$ cat config.mk
export PLATFORM = sky130hd
export DESIGN_NAME = wepc_top
export DESIGN_NICKNAME = d
export VERILOG_FILES = /design/src/design/wepc_pkg.sv /design/src/design/wepc_top.sv /design/src/design/wepc_tick.sv
export SDC_FILE = /design/constraint.sdc
export NUM_CORES = 1
export LEC_CHECK = 0
export ABC_AREA = 1
export BUFFER_PORTS_ARGS = -buffer_cell sky130_fd_sc_hd__buf_2
export CORE_MARGIN = 2
export CORE_UTILIZATION = 38
export CTS_CLUSTER_DIAMETER = 100
export DETAILED_ROUTE_END_ITERATION = 8
export PLACE_DENSITY = 0.67
export SLEW_MARGIN = 10
export SYNTH_ARGS = -nofsm -noshare
export SYNTH_HDL_FRONTEND = slang
export SYNTH_HIERARCHICAL = 1
export SYNTH_SLANG_ARGS = --single-unit
$ cat constraint.sdc
create_clock -name i_clk_sys -period 1.85 [get_ports i_clk_sys]
set_input_delay 0.0925 -clock i_clk_sys [delete_from_list [all_inputs] [get_ports i_clk_sys]]
set_output_delay 0.0925 -clock i_clk_sys [all_outputs]
set_load 0.05 [all_outputs]
$ cat src/design/wepc_pkg.sv
// Overview of operation
// - With delay enable set and auto wake-up on, the wake output waits until all clocks run and the host can access the device; with it clear there is no delay.
// - The wake output is active high when the polarity bit is one and active low when it is zero.
// - Enable bits 11, 10, 9 and 8 belong to wake-up frame, patterned wake packet, link up and energy detection.
// - An event whose enable bit is one asserts the wake output; an event whose enable bit is zero leaves it deasserted.
// - With auto wake-up set in energy-detect mode, low power is left once energy lasts past the wake-up time; with it clear it is not.
// - In the normal-power state of energy-detect mode the device can still receive and transmit.
// - With bit 6 set and auto wake-up on, an energy wake-up also switches the mode field to normal; with it clear the mode stays energy-detect.
// - The wake cause field at bits 5-2 reads 0001 energy, 0010 link up, 0100 patterned packet, 1000 wake-up frame, 0000 none.
// - Recording an energy cause also sets interrupt status bit 2, and a link-up cause sets bit 3.
// - The wake cause bits clear only on power-up reset or a host write of one, never on hardware or software reset.
// - Once the wake cause bits are cleared the wake output is deasserted.
// - The mode field reads 00 normal, 01 energy-detect, 11 power saving, 10 reserved; any host access also wakes the device from low power.
// - Leaving low power needs energy continuously for the wake-up count times 16 ms; the count defaults to eight.
// - Entering low power needs no energy continuously for the go-sleep count in seconds; the count defaults to twelve.
package wepc_pkg;
    localparam int AXI_AW = 8;
    // register byte addresses
    localparam logic [7:0] ADDR_PEC = 8'hd4;
    localparam logic [7:0] ADDR_SWT = 8'hd8;
    localparam logic [7:0] ADDR_ISW = 8'hdc;
    localparam logic [7:0] ADDR_IMSK = 8'he0;
    // power_event_control fields
    localparam int PEC_DLY_BIT = 14;
    localparam int PEC_POL_BIT = 12;
    localparam int PEC_EN_LSB = 8;
    localparam int PEC_AUTO_BIT = 7;
    localparam int PEC_NORM_BIT = 6;
    localparam int PEC_CAUSE_LSB = 2;
    localparam int PEC_MODE_LSB = 0;
    localparam logic [15:0] PEC_WMASK = 16'h5fc3;
    localparam logic [15:0] PEC_RST = 16'h0000;
    // wake cause codes, also the event order of the enable field
    localparam logic [3:0] CAUSE_ENERGY = 4'h1;
    localparam logic [3:0] CAUSE_LINK = 4'h2;
    localparam logic [3:0] CAUSE_PATTERN = 4'h4;
    localparam logic [3:0] CAUSE_FRAME = 4'h8;
    // power mode field
    localparam logic [1:0] MODE_NORMAL = 2'h0;
    localparam logic [1:0] MODE_ENERGY = 2'h1;
    localparam logic [1:0] MODE_SAVE = 2'h3;
    // sleep_wake_time_setting fields and reset value
    localparam int SWT_WAKE_LSB = 8;
    localparam int SWT_SLEEP_LSB = 0;
    localparam logic [15:0] SWT_RST = 16'h080c;
    // interrupt_status_word bits
    localparam int ISW_ENERGY_BIT = 2;
    localparam int ISW_LINK_BIT = 3;
    localparam logic [1:0] ISW_RST = 2'h0;
    localparam logic [1:0] IMSK_RST = 2'h0;
    // AXI responses
    localparam logic [1:0] RESP_OKAY = 2'h0;
    localparam logic [1:0] RESP_SLVERR = 2'h2;
    // time units
    localparam int CLK_HZ = 50_000_000;
    localparam int WAKE_UNIT_MS = 16;
    localparam int SLEEP_UNIT_S = 1;
    localparam int WAKE_UNIT_CYC = (CLK_HZ / 1000) * WAKE_UNIT_MS;
    localparam int SLEEP_UNIT_CYC = CLK_HZ * SLEEP_UNIT_S;

    // wake events, bit order matches enable and cause fields
    typedef struct packed {
        logic frame;
        logic pattern;
        logic link_up;
        logic energy;
    } wepc_evt_t;

    typedef enum logic {PWR_ACTIVE, PWR_LOW} wepc_pwr_t;
endpackage

$ cat src/design/wepc_top.sv
`timescale 1ns/1ps
module wepc_top
    import wepc_pkg::*;
#(
    parameter int P_WAKE_UNIT_CYC = WAKE_UNIT_CYC,
    parameter int P_SLEEP_UNIT_CYC = SLEEP_UNIT_CYC
)(
    input wire logic i_clk_sys,                // system clock
    input wire logic i_srst,                   // power-up reset
    input wire logic i_hwsw_rst,               // hardware or software reset
    input wire wepc_evt_t i_evt,               // wake event pulses
    input wire logic i_energy,                 // line energy present level
    input wire logic i_clocks_ready,           // all clocks run, host ok
    input wire logic [AXI_AW-1:0] s_axi_awaddr, // write address
    input wire logic s_axi_awvalid,            // write address valid
    output logic s_axi_awready,                // write address ready
    input wire logic [31:0] s_axi_wdata,       // write data
    input wire logic [3:0] s_axi_wstrb,        // write strobes
    input wire logic s_axi_wvalid,             // write data valid
    output logic s_axi_wready,                 // write data ready
    output logic [1:0] s_axi_bresp,            // write response
    output logic s_axi_bvalid,                 // write response valid
    input wire logic s_axi_bready,             // write response ready
    input wire logic [AXI_AW-1:0] s_axi_araddr, // read address
    input wire logic s_axi_arvalid,            // read address valid
    output logic s_axi_arready,                // read address ready
    output logic [31:0] s_axi_rdata,           // read data
    output logic [1:0] s_axi_rresp,            // read response
    output logic s_axi_rvalid,                 // read data valid
    input wire logic s_axi_rready,             // read data ready
    output logic o_wake_event_output,          // wake pin level
    output logic o_irq,                        // level interrupt
    output logic o_low_power,                  // low-power state
    output logic o_rxtx_en                     // packets may flow
);
    typedef struct packed {
        logic aw_got;
        logic [7:0] aw_addr;
        logic w_got;
        logic [15:0] w_data;
        logic [1:0] w_strb;
        logic awready;
        logic wready;
        logic bvalid;
        logic [1:0] bresp;
        logic arready;
        logic rvalid;
        logic [31:0] rdata;
        logic [1:0] rresp;
        logic [15:0] pec;
        logic [3:0] cause;
        logic [15:0] swt;
        logic [1:0] isw;
        logic [1:0] imsk;
        wepc_pwr_t pwr;
        logic [7:0] wake_cnt;
        logic [7:0] sleep_cnt;
        logic wake_out;
        logic irq;
        logic rxtx_en;
    } wepc_state_t;

    wepc_state_t st_reg;
    wepc_state_t st_next;
    logic wake_tick;
    logic sleep_tick;
    logic wake_clr;
    logic sleep_clr;

    // divider restarts whenever the continuous condition breaks
    assign wake_clr = ~i_energy | (st_reg.pwr != PWR_LOW);
    assign sleep_clr = i_energy | (st_reg.pwr != PWR_ACTIVE)
        | (st_reg.pec[PEC_MODE_LSB +: 2] != MODE_ENERGY);

    // 16 ms unit for the wake-up time
    wepc_tick #(
        .P_PERIOD(P_WAKE_UNIT_CYC)
    ) u_wake_tick (
        .i_clk_sys(i_clk_sys),
        .i_srst(i_srst),
        .i_clear(wake_clr),
        .o_tick(wake_tick)
    );

    // one-second unit for the go-sleep time
    wepc_tick #(
        .P_PERIOD(P_SLEEP_UNIT_CYC)
    ) u_sleep_tick (
        .i_clk_sys(i_clk_sys),
        .i_srst(i_srst),
        .i_clear(sleep_clr),
        .o_tick(sleep_tick)
    );

    // next state of bus slave, registers and power control
    always_comb
    begin
        logic aw_hs;
        logic w_hs;
        logic ar_hs;
        logic do_wr;
        logic [7:0] wa;
        logic [7:0] ra;
        logic [3:0] clr;
        logic [3:0] set;
        logic [1:0] isw_clr;
        logic [1:0] isw_set;
        logic [7:0] wake_n;
        logic [7:0] sleep_n;
        logic wake_met;
        logic sleep_met;
        logic pending;
        logic hold;
        logic active;
        aw_hs = s_axi_awvalid & st_reg.awready;
        w_hs = s_axi_wvalid & st_reg.wready;
        ar_hs = s_axi_arvalid & st_reg.arready;
        do_wr = st_reg.aw_got & st_reg.w_got & ~st_reg.bvalid;
        wa = {st_reg.aw_addr[7:2], 2'b00};
        ra = {s_axi_araddr[7:2], 2'b00};
        clr = 4'h0;
        set = 4'h0;
        isw_clr = 2'h0;
        isw_set = 2'h0;
        st_next = st_reg;

        // capture address and data in either order
        if (aw_hs)
        begin
            st_next.aw_got = 1'b1;
            st_next.aw_addr = s_axi_awaddr;
        end
        if (w_hs)
        begin
            st_next.w_got = 1'b1;
            st_next.w_data = s_axi_wdata[15:0];
            st_next.w_strb = s_axi_wstrb[1:0];
        end
        if (s_axi_bvalid && s_axi_bready)
        begin
            st_next.bvalid = 1'b0;
        end

        // register write once both halves are in
        if (do_wr)
        begin
            st_next.aw_got = 1'b0;
            st_next.w_got = 1'b0;
            st_next.bvalid = 1'b1;
            st_next.bresp = RESP_OKAY;
            case (wa)
                ADDR_PEC:
                begin
                    if (st_reg.w_strb[0])
                    begin
                        st_next.pec[7:0] = st_reg.w_data[7:0] & PEC_WMASK[7:0];
                        clr = st_reg.w_data[PEC_CAUSE_LSB +: 4];
                    end
                    if (st_reg.w_strb[1])
                    begin
                        st_next.pec[15:8] = st_reg.w_data[15:8]
                            & PEC_WMASK[15:8];
                    end
                end
                ADDR_SWT:
                begin
                    if (st_reg.w_strb[0])
                    begin
                        st_next.swt[7:0] = st_reg.w_data[7:0];
                    end
                    if (st_reg.w_strb[1])
                    begin
                        st_next.swt[15:8] = st_reg.w_data[15:8];
                    end
                end
                ADDR_ISW:
                begin
                    if (st_reg.w_strb[0])
                    begin
                        isw_clr = {st_reg.w_data[ISW_LINK_BIT],
                            st_reg.w_data[ISW_ENERGY_BIT]};
                    end
                end
                ADDR_IMSK:
                begin
                    if (st_reg.w_strb[0])
                    begin
                        st_next.imsk = {st_reg.w_data[ISW_LINK_BIT],
                            st_reg.w_data[ISW_ENERGY_BIT]};
                    end
                end
                default:
                begin
                    st_next.bresp = RESP_SLVERR;
                end
            endcase
        end

        // register read, answered one cycle after the address
        if (s_axi_rvalid && s_axi_rready)
        begin
            st_next.rvalid = 1'b0;
        end
        if (ar_hs)
        begin
            st_next.rvalid = 1'b1;
            st_next.rresp = RESP_OKAY;
            st_next.rdata = 32'h0000_0000;
            case (ra)
                ADDR_PEC:
                begin
                    st_next.rdata[15:0] = (st_reg.pec & PEC_WMASK)
                        | {10'h000, st_reg.cause, 2'h0};
                end
                ADDR_SWT:
                begin
                    st_next.rdata[15:0] = st_reg.swt;
                end
                ADDR_ISW:
                begin
                    st_next.rdata[ISW_LINK_BIT] = st_reg.isw[1];
                    st_next.rdata[ISW_ENERGY_BIT] = st_reg.isw[0];
                end
                ADDR_IMSK:
                begin
                    st_next.rdata[ISW_LINK_BIT] = st_reg.imsk[1];
                    st_next.rdata[ISW_ENERGY_BIT] = st_reg.imsk[0];
                end
                default:
                begin
                    st_next.rresp = RESP_SLVERR;
                end
            endcase
        end

        // continuous energy and no-energy unit counters
        wake_n = st_reg.wake_cnt;
        if (wake_clr)
        begin
            wake_n = 8'h00;
        end
        else if (wake_tick && (wake_n != 8'hff))
        begin
            wake_n = wake_n + 8'h01;
        end
        sleep_n = st_reg.sleep_cnt;
        if (sleep_clr)
        begin
            sleep_n = 8'h00;
        end
        else if (sleep_tick && (sleep_n != 8'hff))
        begin
            sleep_n = sleep_n + 8'h01;
        end
        st_next.wake_cnt = wake_n;
        st_next.sleep_cnt = sleep_n;
        wake_met = (st_reg.wake_cnt != 8'h00)
            && (st_reg.wake_cnt >= st_reg.swt[SWT_WAKE_LSB +: 8]);
        sleep_met = (st_reg.sleep_cnt != 8'h00)
            && (st_reg.sleep_cnt >= st_reg.swt[SWT_SLEEP_LSB +: 8]);

        // power state of energy-detect mode
        case (st_reg.pwr)
            PWR_LOW:
            begin
                if (st_reg.pec[PEC_MODE_LSB +: 2] != MODE_ENERGY)
                begin
                    st_next.pwr = PWR_ACTIVE;
                end
                else if (st_reg.pec[PEC_AUTO_BIT] && wake_met)
                begin
                    st_next.pwr = PWR_ACTIVE;
                    set = set | CAUSE_ENERGY;
                    if (st_reg.pec[PEC_NORM_BIT])
                    begin
                        st_next.pec[PEC_MODE_LSB +: 2] = MODE_NORMAL;
                    end
                end
                else if (aw_hs || ar_hs)
                begin
                    st_next.pwr = PWR_ACTIVE;
                end
            end
            PWR_ACTIVE:
            begin
                if ((st_reg.pec[PEC_MODE_LSB +: 2] == MODE_ENERGY)
                    && sleep_met)
                begin
                    st_next.pwr = PWR_LOW;
                end
            end
            default:
            begin
                st_next.pwr = PWR_ACTIVE;
            end
        endcase

        // wake causes, a new event wins over a clear in the same cycle
        set = set | i_evt;
        isw_set = {set[1], set[0]};
        st_next.cause = (st_reg.cause & ~clr) | set;
        st_next.isw = (st_reg.isw & ~isw_clr) | isw_set;

        // hardware or software reset spares the wake cause bits
        if (i_hwsw_rst)
        begin
            st_next.pec = PEC_RST;
            st_next.swt = SWT_RST;
            st_next.isw = ISW_RST;
            st_next.imsk = IMSK_RST;
            st_next.pwr = PWR_ACTIVE;
        end

        // wake pin from enabled pending causes, polarity and delay
        pending = |(st_reg.cause & st_reg.pec[PEC_EN_LSB +: 4]);
        hold = st_reg.pec[PEC_DLY_BIT] & st_reg.pec[PEC_AUTO_BIT]
            & ~i_clocks_ready;
        active = pending & ~hold;
        st_next.wake_out = st_reg.pec[PEC_POL_BIT] ? active : ~active;
        st_next.irq = |(st_reg.isw & st_reg.imsk);
        st_next.rxtx_en = (st_reg.pwr == PWR_ACTIVE)
            && (st_reg.pec[PEC_MODE_LSB +: 2] != MODE_SAVE);

        // readies follow the pending transfers
        st_next.awready = ~st_next.aw_got & ~st_next.bvalid;
        st_next.wready = ~st_next.w_got & ~st_next.bvalid;
        st_next.arready = ~st_next.rvalid;
    end

    // one register for the whole state
    always_ff @(posedge i_clk_sys)
    begin
        if (i_srst)
        begin
            st_reg <= '0;
            st_reg.pec <= PEC_RST;
            st_reg.swt <= SWT_RST;
            st_reg.isw <= ISW_RST;
            st_reg.imsk <= IMSK_RST;
            st_reg.pwr <= PWR_ACTIVE;
            st_reg.wake_out <= 1'b1; // inactive high while polarity is zero
        end
        else
        begin
            st_reg <= st_next;
        end
    end

    // outputs straight from the state register
    assign s_axi_awready = st_reg.awready;
    assign s_axi_wready = st_reg.wready;
    assign s_axi_bvalid = st_reg.bvalid;
    assign s_axi_bresp = st_reg.bresp;
    assign s_axi_arready = st_reg.arready;
    assign s_axi_rvalid = st_reg.rvalid;
    assign s_axi_rdata = st_reg.rdata;
    assign s_axi_rresp = st_reg.rresp;
    assign o_wake_event_output = st_reg.wake_out;
    assign o_irq = st_reg.irq;
    assign o_low_power = (st_reg.pwr == PWR_LOW);
    assign o_rxtx_en = st_reg.rxtx_en;
endmodule

$ cat src/design/wepc_tick.sv
`timescale 1ns/1ps
module wepc_tick
    import wepc_pkg::*;
#(
    parameter int P_PERIOD = WAKE_UNIT_CYC
)(
    input wire logic i_clk_sys, // system clock
    input wire logic i_srst,    // synchronous reset
    input wire logic i_clear,   // restart the period
    output logic o_tick         // one-cycle pulse per period
);
    localparam int W = (P_PERIOD > 1) ? $clog2(P_PERIOD) : 1;
    localparam logic [W-1:0] LAST = W'(P_PERIOD - 1);

    logic [W-1:0] cnt_reg;
    logic tick_reg;

    // count cycles, pulse in the cycle after the last count of each period
    always_ff @(posedge i_clk_sys)
    begin
        if (i_srst || i_clear)
        begin
            cnt_reg <= '0;
            tick_reg <= 1'b0;
        end
        else if (cnt_reg == LAST)
        begin
            cnt_reg <= '0;
            tick_reg <= 1'b1;
        end
        else
        begin
            cnt_reg <= cnt_reg + 1'b1;
            tick_reg <= 1'b0;
        end
    end

    assign o_tick = tick_reg;
endmodule

Word level (Yosys, flattened, before mapping)
Index checks and enable logic that the tools add are counted.

word-level totals
  flip-flop bits (word level) = 155
  input port bits = 66
  output and inout port bits = 45
  logic and storage cells = 150

cells by class
  add/sub/neg operators = 4
  magnitude comparators = 2
  equality and inequality tests = 15
  muxes and demuxes = 37
  bitwise operators = 33
  reduce and logical (&&, ||, !) cells = 28

operators by type and width
  kind                                                             number
  6-bit == test, second input constant                             8
  35-bit 2-to-1 mux                                                1
  26-bit by 1-bit adder with 26-bit output, second input constant  1
  26-bit == test, second input constant                            1
  2-bit 2-to-1 mux                                                 12
  12-bit one-hot mux with 2 select lines                           1
  20-bit by 1-bit adder with 20-bit output, second input constant  1
  20-bit == test, second input constant                            1
  19-bit 2-to-1 mux                                                1
  8-bit by 1-bit adder with 8-bit output, second input constant    2
  8-bit greater-or-equal comparator                                2
  8-bit != test, second input constant                             2
  8-bit nonzero test                                               2
  15-bit by 6-bit OR with 15-bit output                            1
  3-bit AND reduction                                              5
  1-bit 2-to-1 mux                                                 14
  4-bit 2-to-1 mux                                                 3
  2-bit OR reduction                                               6
  4-bit OR reduction                                               3
  1-bit bitwise AND                                                10
  1-bit NOT                                                        10
  1-bit logical AND                                                9
  9-bit 2-to-1 mux                                                 1
  4-bit bitwise AND                                                2
  14 further kinds                                                 20

Logic depth before layout (Yosys ltp)
  word-level depth = 8
  mapped depth = 14
  gate-level depth less buffers = 14

Hierarchy
Netlist, hierarchy kept.

by module, submodules not included
  module                     instances  cells an instance  area an instance (sq um)  seq. area each (sq um)
  wepc_top                   1          676                5019.8                    2062.0
  wepc_tick at u_sleep_tick  1          217                1427.6                    540.5
  wepc_tick at u_wake_tick   1          158                1101.1                    420.4

Worst setup path before layout
No wires, ideal clock.

  path type = reg2reg
  from = register st_reg (netlist bit s_axi_arready)
  to = register st_reg (netlist bit s_axi_rdata[0])
  setup time = 117 ps
  data arrival time = 1447 ps
  required time = 1733 ps
  path slack = 286 ps
  stages on the path, launching flop included = 7
  path buffers = 1
  period minus slack after synthesis = 1564 ps
  path through = dfxtp_1 -> nand2_1 -> inv_1 -> buf_1 -> o21ai_0 -> o221ai_1 -> inv_1

on the way
  cells in the longest elaborated chain, start to end = 1

ends and longest elaborated chain
  element                 line             text
  from (decl)             wepc_top.sv:63   wepc_state_t st_reg;
  from (signal assigned)  wepc_top.sv:345  st_reg <= st_next;
  1-bit bitwise AND       wepc_top.sv:117  ar_hs = s_axi_arvalid & st_reg.arready;

Every way passes these cells.
A chain may end at the register's enable or synchronous reset.

Final worst setup path
  from = register u_sleep_tick.cnt_reg[0]
  to = register u_sleep_tick.cnt_reg[24]

on the way
  cells in the longest elaborated chain, start to end = 2
  elaborated cells between the ends (all ways) = 3
  classes of those cells = 1 x add/sub; 1 x eq/ne; 1 x reduce/logical

ends and longest elaborated chain
  element                                                                           line             text
  from (decl)                                                                       wepc_tick.sv:15  logic [W-1:0] cnt_reg;
  from (signal assigned)                                                            wepc_tick.sv:33  cnt_reg <= cnt_reg + 1'b1;
  branches (longest 2 deep; another with 26-bit by 1-bit adder with 26-bit output)  -

Several ways; the timed one is not identified.

==> flow_summary.yaml <==
outcome:
  status: "finished, final reports clean"
cells_and_area:
  largest_reg_flops: 76
  fin_nets: 1220
  area_delta_synth_final_pct: 17.2
  drive_gt1_share_pct: 13.3
  diodes: 0
clocking:
  cts_root_buf: "clkbuf_16"
  cts_buffer_depth: 2
  cts.reportedPaths.clkPinSlew_ns: 0.06
  htree_levels: 4
  clock_sinks: 151
  tritoncts: "yes"
  cts.repair.resized: 0
  numCtsBuffers: 17
  clk_latency_ns: 0.43
critical_path:
  reg2reg_slack_ns: 0.19
  arrival_ns: 1.97
  worst_path_dominant_cell_family: "simple AND/OR/NAND/NOR gates"
  rr_worst_depth: 8
  cp.depth: 8
  crit_path_end_kind: "flop"
  worst_r2r_endpoint: "u_sleep_tick/cnt_reg[24]"
  slowest_stage: "dfxtp_1"
  cp-start-kind: "flop"
  crit_path_max_fanout: 22
  cp_slowest_stage_delay_ns: 0.37
  worstReg2RegStart: "u_sleep_tick/cnt_reg[0]"
  crit_path_cell_trace: "ha_1 > nand2_2 > nor2_4 > nand2_4 > nor2_1 > nand3_2 > nand2_4 > nor2_1"
  endpoint: "u_sleep_tick/cnt_reg[24]"
  critPathKind: "flop to flop"
  required_ns: 2.16
  cp_num_buf_inv: 0
  crit_start: "u_sleep_tick/cnt_reg[0]"
global_routing:
  grt_antenna_before_repair: 0
  grt_overflow: 0
  grt_max_degree: 31
  grt_pass1_wl_um: 30000
  grt_pass1_vias: 6274
  track_usage_pct: 17.4
sta:
  finalSetupViolCount: 0
  drv_slew: 0
  fmax_ghz: 0.601
  fin_skew_ns: 0.0131
  rsz0062_at_grt: "false"
  worstMarginPinSlew_ns: 0.549
  finalHoldViolCount: 0
  fin_setup_tns_ns: 0
  period_minus_slack_ns: 1.66
  finalCritPeriodShare_pct: 89.9
  layout_setup_ws_ns: 0.187
  slew_headroom_pct: 63.3
routing:
  wl_um: 17900
  route.detailed.drc: 0
  post_drt_wl_per_cell_um: 12.7
  vias: 6607
  drt-initial-drc-count: 395
  via_per_inst: 4.69
  first_pass_iters: 5
  antenna_left: 0
min_path:
  hold_class: "input port to flop"
  min_from: "s_axi_wdata[1]"
power_and_ir_drop:
  power_frac_seq_pct: 43.8
  leakagePower_nw: 3.50
  sw_frac_of_total_pct: 23.7
  p_int_mw: 5.90
  p_per_area_nw_per_um2: 874
  peakVddDrop_uv: 635
  pwr-share-comb_pct: 7.3
  pwr-share-clk_pct: 48.9
  power.switching_mw: 1.83
yosys:
  postSynthCellCount: 1051
  yosys.area.top_type: "dfxtp_1"
  yosys_warnings: 6
  synth_top_area_share_pct: 40.0
  yosys-top-cells-area: "dfxtp_1, nand2_1, nor2_1"
  ys_types: 43
  yosysSeqAreaShare_pct: 40.0
  syn_avg_cell_area_sq_um: 7.18
  synth_area_sq_um: 7550
  ys_ff_latch: 151
placed_design:
  port_buffers: 70
  gp_congestion: 0.874
  dpl.hpwl_um: 13200
  place_ws_ns: 0.148
run:
  drv_cap: 0
floorplan:
  die_area_sq_um: 21000
  core_sq_um: 19500
  die_h_um: 145
  num_io_pins: 111
  row_count: 51
  start_util_pct: 38.8
  die_w_um: 145
==> layer usage <==
metal / part of all wire, % / global-route usage (%) / wire length (um) / vias to the layer above
li1: - / - / - / 3477
met1: 48 / 23.1 / 8530 / 2978
met2: 46 / 28.3 / 8260 / 133
met3: 4.8 / 4.15 / 861 / 19
met4: 1.6 / 5.00 / 278 / 0
met5: 0 / 0 / 0 / -
==> synthesized netlist by cell type, drive strengths merged <==
master  number
a211oi       1
a21oi       79
and2         3
buf         51
clkbuf      10
conb         1
dfxtp      151
ha          22
inv        147
nand2      181
nand3       51
nand3b       1
nand4       15
nor2       187
nor3        11
nor4         4
o211ai       2
o21a         1
o21ai       85
o21bai       1
o221ai      12
o22ai        4
o311ai       1
o31ai        1
or2          3
xnor2       12
xor2        14
==> placed cells by master, fill, tap and decap left out, drive strengths merged, types with 18 or more instances in the layout <==
cell / instances
dlygate4sd3: 29
clkbuf: 20
o21ai: 85
nand3: 51
conb: 18
dfxtp: 151
nand2: 181
buf: 77
nor2: 187
a21oi: 79
ha: 22
inv: 149
==> logic make-up after synthesis <==
family / after synthesis / synth area share (%)
simple gates: 456 / 26.8
buf+inv: 208 / 13.0
compound gates: 187 / 13.5
flops: 151 / 40.0
xor+xnor: 26 / 3.02
fa+ha+maj: 22 / 3.65
other cells: 1 / 0.0497
==> layout make-up <==
cell class / instances / area [sq um]
Clock buffer: 20 / 437
Clock inverter: 11 / 198
Fill cell: 1940 / 10600
Inverter: 147 / 554
Multi-Input combinational cell: 709 / 3610
Sequential cell: 151 / 3020
Tap cell: 265 / 332
Timing Repair Buffer: 106 / 693
==> how the worst min path moves through the flow <==
| stage | endpoint | slack (ns) | cells after the start |
|---|---|---|---|
| after floorplan | u_sleep_tick/o_tick | 0.17 | 1 |
| after global placement | st_reg[42] | 0.34 | 3 |
| after detailed placement | st_reg[42] | 0.35 | 3 |
| after CTS | st_reg[22] | 0.02 | 4 |
| after global routing | st_reg[22] | 0.04 | 4 |
| final | st_reg[104] | 0.02 | 3 |
==> per-stage QoR <==
| stage | instance area [sq um] | utilization, % | hold WS (ns) | total power [mW] | cells |
|---|---|---|---|---|---|
| global route | 8850 | 45.5 | 0.0365 | 8.00 | 1409 |
| floorplan | 7610 | - | 0.169 | 3.88 | 1068 |
| finish | 8850 | 45.5 | 0.0223 | 7.73 | 1409 |
| global placement | 7920 | 40.7 | 0.339 | 3.97 | 1349 |
| CTS | 8850 | 45.5 | 0.0163 | 7.80 | 1409 |
| detailed placement | 7920 | 40.7 | 0.348 | 3.98 | 1349 |
==> tightest hold or removal path: cells and delay by family <==
family	cells	cell delay, ns
AO/OA/AOI/OAI	2	0.21
buffers and inverters	1	0.09
==> power by group through the flow <==
stage | logic, mW | clock network [mW] | registers, mW
finish | 0.564 | 3.78 | 3.39
global route | 0.619 | 3.98 | 3.40
CTS | 0.565 | 3.85 | 3.39
detailed placement | 0.516 | 0 | 3.46
global placement | 0.510 | 0 | 3.46
floorplan | 0.404 | 0 | 3.47
==> repair_timing <==
action	CTS	global route
hold buffers	29	0
setup buffers	0	0
hold endpoints to repair	32	0
Note: power is estimated with default switching activity, not from simulation.
